### config.mk
export PLATFORM = sky130hd
export DESIGN_NAME = lcdw_top
export DESIGN_NICKNAME = d
export VERILOG_FILES = /design/src/shared/lcdw_pkg.sv /design/src/hdl/lcdw_apb.sv /design/src/hdl/lcdw_basediv.sv /design/src/hdl/lcdw_top.sv
export VERILOG_INCLUDE_DIRS = /design/src /design/src/shared
export SDC_FILE = /design/constraint.sdc
export NUM_CORES = 1
export LEC_CHECK = 0
export ABC_AREA = 0
export BUFFER_PORTS_ARGS = -buffer_cell sky130_fd_sc_hd__buf_2
export CAP_MARGIN = 20
export CORE_MARGIN = 3
export CORE_UTILIZATION = 45
export DETAILED_ROUTE_END_ITERATION = 8
export PLACE_DENSITY = 0.66
export SKIP_CTS_REPAIR_TIMING = 1
export SYNTH_ARGS = -nofsm -noshare
export SYNTH_HDL_FRONTEND = slang
export SYNTH_SLANG_ARGS = --single-unit
### constraint.sdc
create_clock -name CLK -period 6.43 [get_ports CLK]
set_input_delay 0.643 -clock CLK [delete_from_list [all_inputs] [get_ports CLK]]
set_output_delay 0.643 -clock CLK [all_outputs]
set_load 0.005 [all_outputs]
### src/shared/lcdw_cfg.svh
// Offsets, field codes, reset values and timing constants of the segment LCD waveform block.
// Assumes inclusion by bare name from the design modules.
`ifndef LCDW_CFG_SVH
`define LCDW_CFG_SVH

// ----------------------------------------
// Register byte offsets
// ----------------------------------------
`define LCDW_OFF_CTRL 8'h00
`define LCDW_OFF_CLK 8'h04
`define LCDW_OFF_SEG_FIRST 8'h08
`define LCDW_OFF_SEG_LAST 8'h3C
`define LCDW_IDX_CTRL 4'h0
`define LCDW_IDX_CLK 4'h1
`define LCDW_IDX_SEG_FIRST 4'h2
`define LCDW_SEG_REGS 14

// ----------------------------------------
// Reset values
// ----------------------------------------
`define LCDW_CTRL_RESET 8'h00
`define LCDW_CLK_RESET 8'h00
`define LCDW_SEG_RESET 8'h00

// ----------------------------------------
// Codes
// ----------------------------------------
`define LCDW_DUTY_STATIC 2'h0
`define LCDW_DUTY_THIRD 2'h1
`define LCDW_DUTY_QUARTER 2'h2
`define LCDW_BURST_32 2'h0
`define LCDW_BURST_64 2'h1
`define LCDW_LVL_VLCD 2'h0
`define LCDW_LVL_V1 2'h1
`define LCDW_LVL_V2 2'h2
`define LCDW_LVL_V3 2'h3

// ----------------------------------------
// Half base periods in reference clock edges (divide ratio / 2)
// ----------------------------------------
`define LCDW_HALF_DIV128 16'h0040
`define LCDW_HALF_DIV256 16'h0080
`define LCDW_HALF_DIV512 16'h0100
`define LCDW_HALF_DIV1024 16'h0200
`define LCDW_HALF_DIV16384 16'h2000
`define LCDW_HALF_DIV32768 16'h4000
`define LCDW_HALF_DIV65536 16'h8000

`endif

### src/shared/lcdw_pkg.sv
// Types shared by the segment LCD waveform block.
// Assumes lcdw_cfg.svh supplies the numeric constants.
package lcdw_pkg;

  // ----------------------------------------
  // Register layouts
  // ----------------------------------------
  typedef struct packed {
    logic drive_enable;
    logic quick_charge_sel;
    logic reduced_current_sel;
    logic rsvd;
    logic [3:0] contrast_level;
  } lcdw_ctrl_t;

  typedef struct packed {
    logic rsvd;
    logic [1:0] charge_burst_len;
    logic [1:0] duty;
    logic [2:0] base_clock_div_sel;
  } lcdw_clk_t;

  // ----------------------------------------
  // Panel line levels, two bits each
  // ----------------------------------------
  typedef struct packed {
    logic [25:0][1:0] fp;
    logic [1:0] shared_line;
    logic [2:0][1:0] bp;
  } lcdw_pins_t;

  typedef struct packed {
    logic connect;
    logic low_res;
    logic [3:0] contrast_level;
  } lcdw_ladder_t;

endpackage

### src/hdl/lcdw_apb.sv
// APB slave front end: one wait state, registered read data, error on unmapped addresses.
// Assumes an APB master on CLK and a read word supplied by the register file.
`timescale 1ns/1ps
`include "lcdw_cfg.svh"
module lcdw_apb #(
  parameter int ADDR_W = 8
) (
  input wire logic clk,
  input wire logic rst_n,
  input wire logic psel,
  input wire logic penable,
  input wire logic pwrite,
  input wire logic [ADDR_W-1:0] paddr,
  input wire logic [7:0] rd_word,
  output logic pready,
  output logic pslverr,
  output logic [31:0] prdata,
  output logic wr_en,
  output logic [3:0] reg_idx
);
  logic rdy_r;
  logic rdy_nxt;
  logic [7:0] rdat_r;
  logic [7:0] rdat_nxt;
  logic addr_ok;

  assign reg_idx = paddr[5:2];
  assign addr_ok = (paddr[1:0] == 2'h0) && (paddr[ADDR_W-1:6] == '0);

  // ----------------------------------------
  // Access phase sequencing
  // ----------------------------------------
  always_comb
  begin
    rdy_nxt = psel && penable && !rdy_r;
    rdat_nxt = rdat_r;
    if (psel && penable && !rdy_r)
    begin
      rdat_nxt = addr_ok ? rd_word : 8'h00;
    end
  end

  always_ff @(posedge clk or negedge rst_n)
  begin
    if (!rst_n)
    begin
      rdy_r <= 1'b0;
      rdat_r <= 8'h00;
    end
    else
    begin
      rdy_r <= rdy_nxt;
      rdat_r <= rdat_nxt;
    end
  end

  assign pready = rdy_r;
  assign pslverr = rdy_r && !addr_ok;
  assign prdata = {24'h000000, rdat_r};
  assign wr_en = psel && penable && rdy_r && pwrite && addr_ok;
endmodule

### src/hdl/lcdw_basediv.sv
// Base clock divider: reference clock edge detection, half period ticks and charge bursts.
// Assumes the reference clock is slower than half of CLK and arrives asynchronously.
`timescale 1ns/1ps
`include "lcdw_cfg.svh"
module lcdw_basediv (
  input wire logic clk,
  input wire logic rst_n,
  input wire logic ref_clk_pin,
  input wire logic run,
  input wire logic [2:0] div_sel,
  input wire logic [1:0] burst_sel,
  output logic half_tick,
  output logic in_burst
);
  logic sync1_r, sync2_r, prev_r;
  logic [15:0] hcnt_r;
  logic [15:0] hcnt_nxt;
  logic [15:0] half_len;
  logic [15:0] burst_len;
  logic ref_edge;

  // Divide ratio over two; the reserved code falls back to the slowest ratio
  function automatic logic [15:0] half_of(input logic [2:0] sel);
    unique case (sel)
      3'h0: half_of = `LCDW_HALF_DIV128;
      3'h1: half_of = `LCDW_HALF_DIV256;
      3'h2: half_of = `LCDW_HALF_DIV512;
      3'h3: half_of = `LCDW_HALF_DIV1024;
      3'h4: half_of = `LCDW_HALF_DIV16384;
      3'h5: half_of = `LCDW_HALF_DIV32768;
      default: half_of = `LCDW_HALF_DIV65536;
    endcase
  endfunction

  always_ff @(posedge clk or negedge rst_n)
  begin
    if (!rst_n)
    begin
      sync1_r <= 1'b0;
      sync2_r <= 1'b0;
      prev_r <= 1'b0;
      hcnt_r <= 16'h0000;
    end
    else
    begin
      sync1_r <= ref_clk_pin;
      sync2_r <= sync1_r;
      prev_r <= sync2_r;
      hcnt_r <= hcnt_nxt;
    end
  end

  assign ref_edge = sync2_r && !prev_r;
  assign half_len = half_of(div_sel);
  // Burst is a fraction of the full period: period/32 equals half/16
  assign burst_len = (burst_sel == `LCDW_BURST_32) ? (half_len >> 4) :
                     (burst_sel == `LCDW_BURST_64) ? (half_len >> 5) : (half_len >> 6);

  // >= lets a shortened ratio wrap at once instead of running to overflow
  always_comb
  begin
    hcnt_nxt = hcnt_r;
    half_tick = 1'b0;
    if (!run)
    begin
      hcnt_nxt = 16'h0000;
    end
    else if (ref_edge)
    begin
      if (hcnt_r >= half_len - 16'h0001)
      begin
        hcnt_nxt = 16'h0000;
        half_tick = 1'b1;
      end
      else
      begin
        hcnt_nxt = hcnt_r + 16'h0001;
      end
    end
  end

  assign in_burst = run && (hcnt_r < burst_len);
endmodule

### src/hdl/lcdw_top.sv
// Segment LCD waveform controller: APB registers, frame sequencing and per-line level codes.
// Assumes analog line drivers and the bias ladder sit outside and follow the level and ladder codes.
//
// How it works
// - Thirty panel lines, eight shared with port C
// - Shared line is common only in quarter duty
// - Lines 19 to 26 need port C share bits
// - Sixteen registers: control, clock, fourteen segment
// - Enable bit drives all lines, reset clears it
// - Ladder resistance follows low-current and charge bits
// - Four-bit contrast code passed to the ladder
// - Fast charge burst each half period, length selectable
// - Duty field: static, third, quarter; reset clears
// - Base divider 128 to 1024 for low codes
// - Base divider 16384 to 65536 for high codes
// - Frame lasts one, three or four base periods
// - Segment waveform depends on duty and data bits
// - Commons output periodic waveform, unused stay idle
// - Data bits switch each segment-common pair
// - Divider runs from oscillator reference clock
// - Each data register but the last serves two segment lines (register 0 one in quarter duty)
// - Disabled: all lines at supply, ladder disconnected
//
// Our own choices: the APB register port and the address map.
`timescale 1ns/1ps
`include "lcdw_cfg.svh"
module lcdw_top #(
  parameter int ADDR_W = 8
) (
  input wire logic CLK,
  input wire logic RST_N,
  input wire logic PSEL,
  input wire logic PENABLE,
  input wire logic PWRITE,
  input wire logic [ADDR_W-1:0] PADDR,
  input wire logic [31:0] PWDATA,
  input wire logic [3:0] PSTRB,
  output logic PREADY,
  output logic PSLVERR,
  output logic [31:0] PRDATA,
  input wire logic OSC_REF_CLOCK,
  input wire logic PORTC_LOW_SHARE,
  input wire logic PORTC_HIGH_SHARE,
  output lcdw_pkg::lcdw_pins_t PANEL_LEVELS,
  output logic [7:0] PORTC_LCD_OWN,
  output logic SHARED_IS_COMMON,
  output lcdw_pkg::lcdw_ladder_t LADDER
);
  // ----------------------------------------
  // Register file
  // ----------------------------------------
  lcdw_pkg::lcdw_ctrl_t ctrl_r;
  lcdw_pkg::lcdw_ctrl_t ctrl_nxt;
  lcdw_pkg::lcdw_clk_t clk_r;
  lcdw_pkg::lcdw_clk_t clk_nxt;
  logic [7:0] seg_r [`LCDW_SEG_REGS];
  logic [7:0] seg_nxt [`LCDW_SEG_REGS];
  logic wr_en;
  logic [3:0] reg_idx;
  logic [7:0] rd_word;
  logic half_tick;
  logic in_burst;
  logic run;

  lcdw_apb #(
    .ADDR_W(ADDR_W)
  ) u_apb (
    .clk(CLK),
    .rst_n(RST_N),
    .psel(PSEL),
    .penable(PENABLE),
    .pwrite(PWRITE),
    .paddr(PADDR),
    .rd_word(rd_word),
    .pready(PREADY),
    .pslverr(PSLVERR),
    .prdata(PRDATA),
    .wr_en(wr_en),
    .reg_idx(reg_idx)
  );

  // Registers are eight bits wide, so only byte lane 0 matters
  always_comb
  begin
    ctrl_nxt = ctrl_r;
    clk_nxt = clk_r;
    for (int i = 0; i < `LCDW_SEG_REGS; i++)
    begin
      seg_nxt[i] = seg_r[i];
    end
    if (wr_en && PSTRB[0])
    begin
      if (reg_idx == `LCDW_IDX_CTRL)
      begin
        ctrl_nxt = PWDATA[7:0];
        ctrl_nxt.rsvd = 1'b0;
      end
      else if (reg_idx == `LCDW_IDX_CLK)
      begin
        clk_nxt = PWDATA[7:0];
        clk_nxt.rsvd = 1'b0;
      end
      else
      begin
        seg_nxt[reg_idx - `LCDW_IDX_SEG_FIRST] = PWDATA[7:0];
      end
    end
  end

  always_ff @(posedge CLK or negedge RST_N)
  begin
    if (!RST_N)
    begin
      ctrl_r <= `LCDW_CTRL_RESET;
      clk_r <= `LCDW_CLK_RESET;
      for (int i = 0; i < `LCDW_SEG_REGS; i++)
      begin
        seg_r[i] <= `LCDW_SEG_RESET;
      end
    end
    else
    begin
      ctrl_r <= ctrl_nxt;
      clk_r <= clk_nxt;
      for (int i = 0; i < `LCDW_SEG_REGS; i++)
      begin
        seg_r[i] <= seg_nxt[i];
      end
    end
  end

  // Sixteen words map the whole decoded space
  always_comb
  begin
    if (reg_idx == `LCDW_IDX_CTRL)
    begin
      rd_word = ctrl_r;
    end
    else if (reg_idx == `LCDW_IDX_CLK)
    begin
      rd_word = clk_r;
    end
    else
    begin
      rd_word = seg_r[reg_idx - `LCDW_IDX_SEG_FIRST];
    end
  end

  // ----------------------------------------
  // Base clock
  // ----------------------------------------
  assign run = ctrl_r.drive_enable;

  lcdw_basediv u_div (
    .clk(CLK),
    .rst_n(RST_N),
    .ref_clk_pin(OSC_REF_CLOCK),
    .run(run),
    .div_sel(clk_r.base_clock_div_sel),
    .burst_sel(clk_r.charge_burst_len),
    .half_tick(half_tick),
    .in_burst(in_burst)
  );

  // ----------------------------------------
  // Frame sequencing: slot is the active common, half the waveform phase
  // ----------------------------------------
  logic half_r;
  logic half_nxt;
  logic [1:0] slot_r;
  logic [1:0] slot_nxt;
  logic [1:0] last_slot;
  logic quarter;
  logic is_static;

  // The unused duty code behaves as static
  assign quarter = (clk_r.duty == `LCDW_DUTY_QUARTER);
  assign is_static = !quarter && (clk_r.duty != `LCDW_DUTY_THIRD);
  assign last_slot = quarter ? 2'h3 : (is_static ? 2'h0 : 2'h2);

  always_comb
  begin
    half_nxt = half_r;
    slot_nxt = slot_r;
    if (!run)
    begin
      half_nxt = 1'b0;
      slot_nxt = 2'h0;
    end
    else if (half_tick)
    begin
      half_nxt = !half_r;
      if (half_r)
      begin
        slot_nxt = (slot_r >= last_slot) ? 2'h0 : slot_r + 2'h1;
      end
    end
  end

  always_ff @(posedge CLK or negedge RST_N)
  begin
    if (!RST_N)
    begin
      half_r <= 1'b0;
      slot_r <= 2'h0;
    end
    else
    begin
      half_r <= half_nxt;
      slot_r <= slot_nxt;
    end
  end

  // ----------------------------------------
  // Level coding, third bias
  // ----------------------------------------
  function automatic logic [1:0] com_level(input logic used, input logic active, input logic ph,
                                           input logic stat);
    if (!used)
    begin
      com_level = `LCDW_LVL_VLCD;
    end
    else if (active || stat)
    begin
      com_level = ph ? `LCDW_LVL_V3 : `LCDW_LVL_VLCD;
    end
    else
    begin
      com_level = ph ? `LCDW_LVL_V1 : `LCDW_LVL_V2;
    end
  endfunction

  // A lit segment sits opposite its active common; static uses only the two outer levels
  function automatic logic [1:0] seg_level(input logic on, input logic ph, input logic stat);
    if (on)
    begin
      seg_level = ph ? `LCDW_LVL_VLCD : `LCDW_LVL_V3;
    end
    else if (stat)
    begin
      seg_level = ph ? `LCDW_LVL_V3 : `LCDW_LVL_VLCD;
    end
    else
    begin
      seg_level = ph ? `LCDW_LVL_V2 : `LCDW_LVL_V1;
    end
  endfunction

  // Frontplane n reads nibble n%2 of data register n/2, bit = active common
  function automatic logic seg_bit(input logic [7:0] data, input logic odd, input logic [1:0] slot);
    seg_bit = data[{odd, slot}];
  endfunction

  // ----------------------------------------
  // Line outputs
  // ----------------------------------------
  lcdw_pkg::lcdw_pins_t pins_r;
  lcdw_pkg::lcdw_pins_t pins_nxt;
  lcdw_pkg::lcdw_ladder_t ladder_r;
  lcdw_pkg::lcdw_ladder_t ladder_nxt;
  logic [7:0] own_r;
  logic [7:0] own_nxt;
  logic share_com_r;
  logic share_com_nxt;

  always_comb
  begin
    pins_nxt = '0;
    for (int b = 0; b < 3; b++)
    begin
      pins_nxt.bp[b] = com_level(b == 0 || (!is_static), slot_r == b[1:0], half_r, is_static);
    end
    if (quarter)
    begin
      pins_nxt.shared_line = com_level(1'b1, slot_r == 2'h3, half_r, 1'b0);
    end
    else
    begin
      pins_nxt.shared_line = seg_level(seg_bit(seg_r[0], 1'b0, slot_r), half_r, is_static);
    end
    for (int f = 1; f < 27; f++)
    begin
      pins_nxt.fp[f-1] = seg_level(seg_bit(seg_r[f/2], f[0], slot_r), half_r, is_static);
    end
    if (!run)
    begin
      pins_nxt = '0;
    end
  end

  always_comb
  begin
    ladder_nxt.connect = run;
    // Low resistance unless low current is chosen, or briefly at each edge in fast charge
    ladder_nxt.low_res = run && (!ctrl_r.reduced_current_sel || (ctrl_r.quick_charge_sel && in_burst));
    ladder_nxt.contrast_level = ctrl_r.contrast_level;
    own_nxt = {{4{PORTC_HIGH_SHARE}}, {4{PORTC_LOW_SHARE}}};
    share_com_nxt = quarter;
  end

  always_ff @(posedge CLK or negedge RST_N)
  begin
    if (!RST_N)
    begin
      pins_r <= '0;
      ladder_r <= '0;
      own_r <= 8'h00;
      share_com_r <= 1'b0;
    end
    else
    begin
      pins_r <= pins_nxt;
      ladder_r <= ladder_nxt;
      own_r <= own_nxt;
      share_com_r <= share_com_nxt;
    end
  end

  assign PANEL_LEVELS = pins_r;
  assign LADDER = ladder_r;
  assign PORTC_LCD_OWN = own_r;
  assign SHARED_IS_COMMON = share_com_r;
endmodule

==> reports/summary.txt <==
fin. max-slew vios -> 0
post-route non-filler standard cell count -> 1389
DR iter-0 viols -> 612
clk_lat worst skew -> 520 ps
outcome -> completed
Die ar. -> 28000 sq um
vias post-DR -> 7878
Leak -> 6.11 nW
H-Tree Depth -> 1
FP Rows -> 58
Final Setup Violations -> 0
area of placed instances -> 12400 sq um
FMAX -> 272 MHz
Reg2Reg Setup Slack -> 2760 ps
Die Ht -> 167 um
# port buffers -> 109
Area Growth Syn to Fin -> 11.8%
Fillers -> 2167
EDFF count, synth -> 0
CTS tree -> done
CP Max Fanout -> 15
Tmin final -> 3670 ps
Yosys top cell area share -> 48.0%
FF+latch area -> 5630 sq um
Post-synth top cells -> dfrtp_1, mux2_2, nor2_1, nand2_1, mux4_2
number of global-route vias before repair -> 7714
slew margin rel. -> 28.7%
post-synth top area cell -> dfrtp_1
Nets -> 1125
Final period util -> 57.1%
Clock Tree Buf Depth -> 3
Via density -> 5.67
Power Density -> 217 nW/um^2
largest cells by area after synthesis -> dfrtp_1, mux2_2, mux4_2
mapped cell area -> 11700 sq um
Wirelength per Cell -> 20.1 um
worst setup path class -> reg2reg
unrepaired setup endpoints after global routing -> no
Hold Crit Class -> in2async
CTS Buf Count -> 23
main flop type after synthesis -> dfrtp_1
synthesized flop and latch total -> 225
GRT Residual Overflow -> 0
Global Route Usage Sum -> 19.7%
Layout Skew -> 26.6 ps
initial antenna violation count -> 4
Final Cell Area -> 13100 sq um
total wire length -> 27900 um
drt pass-1 iters -> 5
clock sinks -> 225
DP HPWL -> 19600 um
placed insts -> 1345
antenna-violating nets left -> 0
final hold slack -> 155 ps
ratio of cells with drive above 1 in the final layout -> 34.5%
yosys synthesis warning count -> 0
Initial Util -> 46.2%
drt drc -> 0
final worst setup slack -> 2760 ps
Synth Area per Inst -> 12.2 sq um
worst slack, placed -> 2390 ps
Finished Core Util -> 51.7%
Gate Count Post-Synth -> 963
CTS clock-pin slew for the worst setup and hold paths -> 60 ps
CP Capture Type -> flip-flop
Critical Path RT -> 6840 ps
measured slew at the worst slew-check pin -> 1070 ps
Ports -> 161
Routability Congestion -> 0.895
count leader, synth -> dfrtp_1
total power draw -> 2.84 mW
Critical Path AT -> 4090 ps
Startpoint Class -> flip-flop
fraction of registers with async set/reset -> 100%
Seq/Total Area, Yosys -> 48.0%
largest net degree at the start of global routing -> 99
chip width -> 167 um
multi-input logic area -> 5620 sq um
peak supply drop -> 0.000155 V
core area -> 25400 sq um
Sum Neg Setup Slack -> 0 ps
final hold vios -> 0
Synth cell types -> 59
global-route wire length before repair -> 44400 um
Max-cap violations -> 0
CTS root buffer -> clkbuf_16
==> cells by family (layout without fill, tap and decap cells) <==
family,Yosys count,in the layout,share of synthesized area [%]
xor gates and xnor gates,34,34,2.54
muxes,194,194,23.6
other,1,26,0.0320
DFF,225,225,48.0
and+or+nand+nor,265,265,11.6
buffers and inverters,111,182,4.89
adders and majority gates,33,33,3.52
AOI/OAI and AO/OA,100,100,5.91
==> cells in the final DEF (no fill, tap or decap), types with 4 or more instances in the layout <==
| cell type | n |
|---|---|
| a21oi_1 | 18 |
| nand2b_1 | 5 |
| dfrtp_1 | 222 |
| buf_4 | 9 |
| mux2i_1 | 14 |
| conb_1 | 24 |
| inv_1 | 20 |
| nand3_1 | 29 |
| o211ai_1 | 5 |
| a31oi_1 | 4 |
| clkbuf_8 | 8 |
| nand2_1 | 73 |
| a22oi_1 | 8 |
| xor2_1 | 5 |
| buf_2 | 108 |
| clkbuf_16 | 23 |
| ha_1 | 33 |
| nor3_1 | 16 |
| o21ai_0 | 13 |
| mux2_2 | 127 |
| nand4_1 | 16 |
| o311ai_0 | 5 |
| xnor2_1 | 29 |
| clkinv_2 | 5 |
| a211o_1 | 6 |
| mux4_2 | 53 |
| and2_1 | 4 |
| or3_1 | 8 |
| nor2_4 | 5 |
| nor2_2 | 4 |
| nor2_1 | 76 |
| a211oi_1 | 28 |
| nor2b_1 | 6 |
| nand3_2 | 4 |
==> worst paths after layout <==
kind	cells past startpoint	from	to
worst min register to register	0	u_div.sync1_r$_DFF_PN0_	u_div.sync2_r$_DFF_PN0_
min in group CLK	1	PORTC_HIGH_SHARE	PORTC_LCD_OWN[4]$_DFF_PN0_
worst max-delay path	13	clk_r[1]$_DFFE_PN0P_	slot_r[1]$_DFFE_PN0P_
max in group asynchronous	2	RST_N	seg_r[108]$_DFFE_PN0P_
worst min-delay path	1	RST_N	u_div.hcnt_r[13]$_DFFE_PN0P_
worst max register to register	13	clk_r[1]$_DFFE_PN0P_	slot_r[1]$_DFFE_PN0P_
==> where the power goes <==
group          leakage, nW  internal [mW]  switching [mW]
registers             3.13           1.42         0.00370
logic                 2.62         0.0306          0.0884
clock network        0.368          0.750           0.550
==> cell type report <==
| type | count | area share (%) |
|---|---|---|
| tap | 330 | 3.15 |
| sequential | 225 | 42.9 |
| clock buffer | 33 | 5.28 |
| timing repair buffer | 118 | 4.75 |
| clock inverter | 9 | 0.429 |
| inverter | 22 | 0.629 |
| multi-input combinational | 650 | 42.8 |
| antenna | 2 | 0.0381 |
==> sequential cells by signal, summed over array words and instances, names as in the netlist, 2 cells and up <==
| name | cells |
|---|---|
| clk_r | 7 |
| PANEL_LEVELS | 59 |
| u_div.hcnt_r | 16 |
| seg_r | 112 |
| LADDER | 6 |
| u_apb.rdat_r | 8 |
| slot_r | 2 |
| PORTC_LCD_OWN | 2 |
| ctrl_r | 6 |
==> metal layers <==
layer	global-route usage [%]	share of wire [%]	vias up
met3	4.20	7.8	46
li1	-	-	3596
met4	4.77	2.1	2
met2	30.2	45	270
met1	29.1	45	3964
met5	0	0.025	-
==> worst max-delay path: stages (launching register included) <==
cell and delay (ps):
dfrtp_1 620, inv_1 250, nand2_1 140, nor2_1 60
inv_1 100, ha_1 270, nor2b_1 260, a21oi_1 140
ha_1 340, nand4_1 130, nor3_1 460, nand2_1 170
a211oi_1 400, mux2i_1 240
Note: power is estimated with default switching activity, not from simulation.
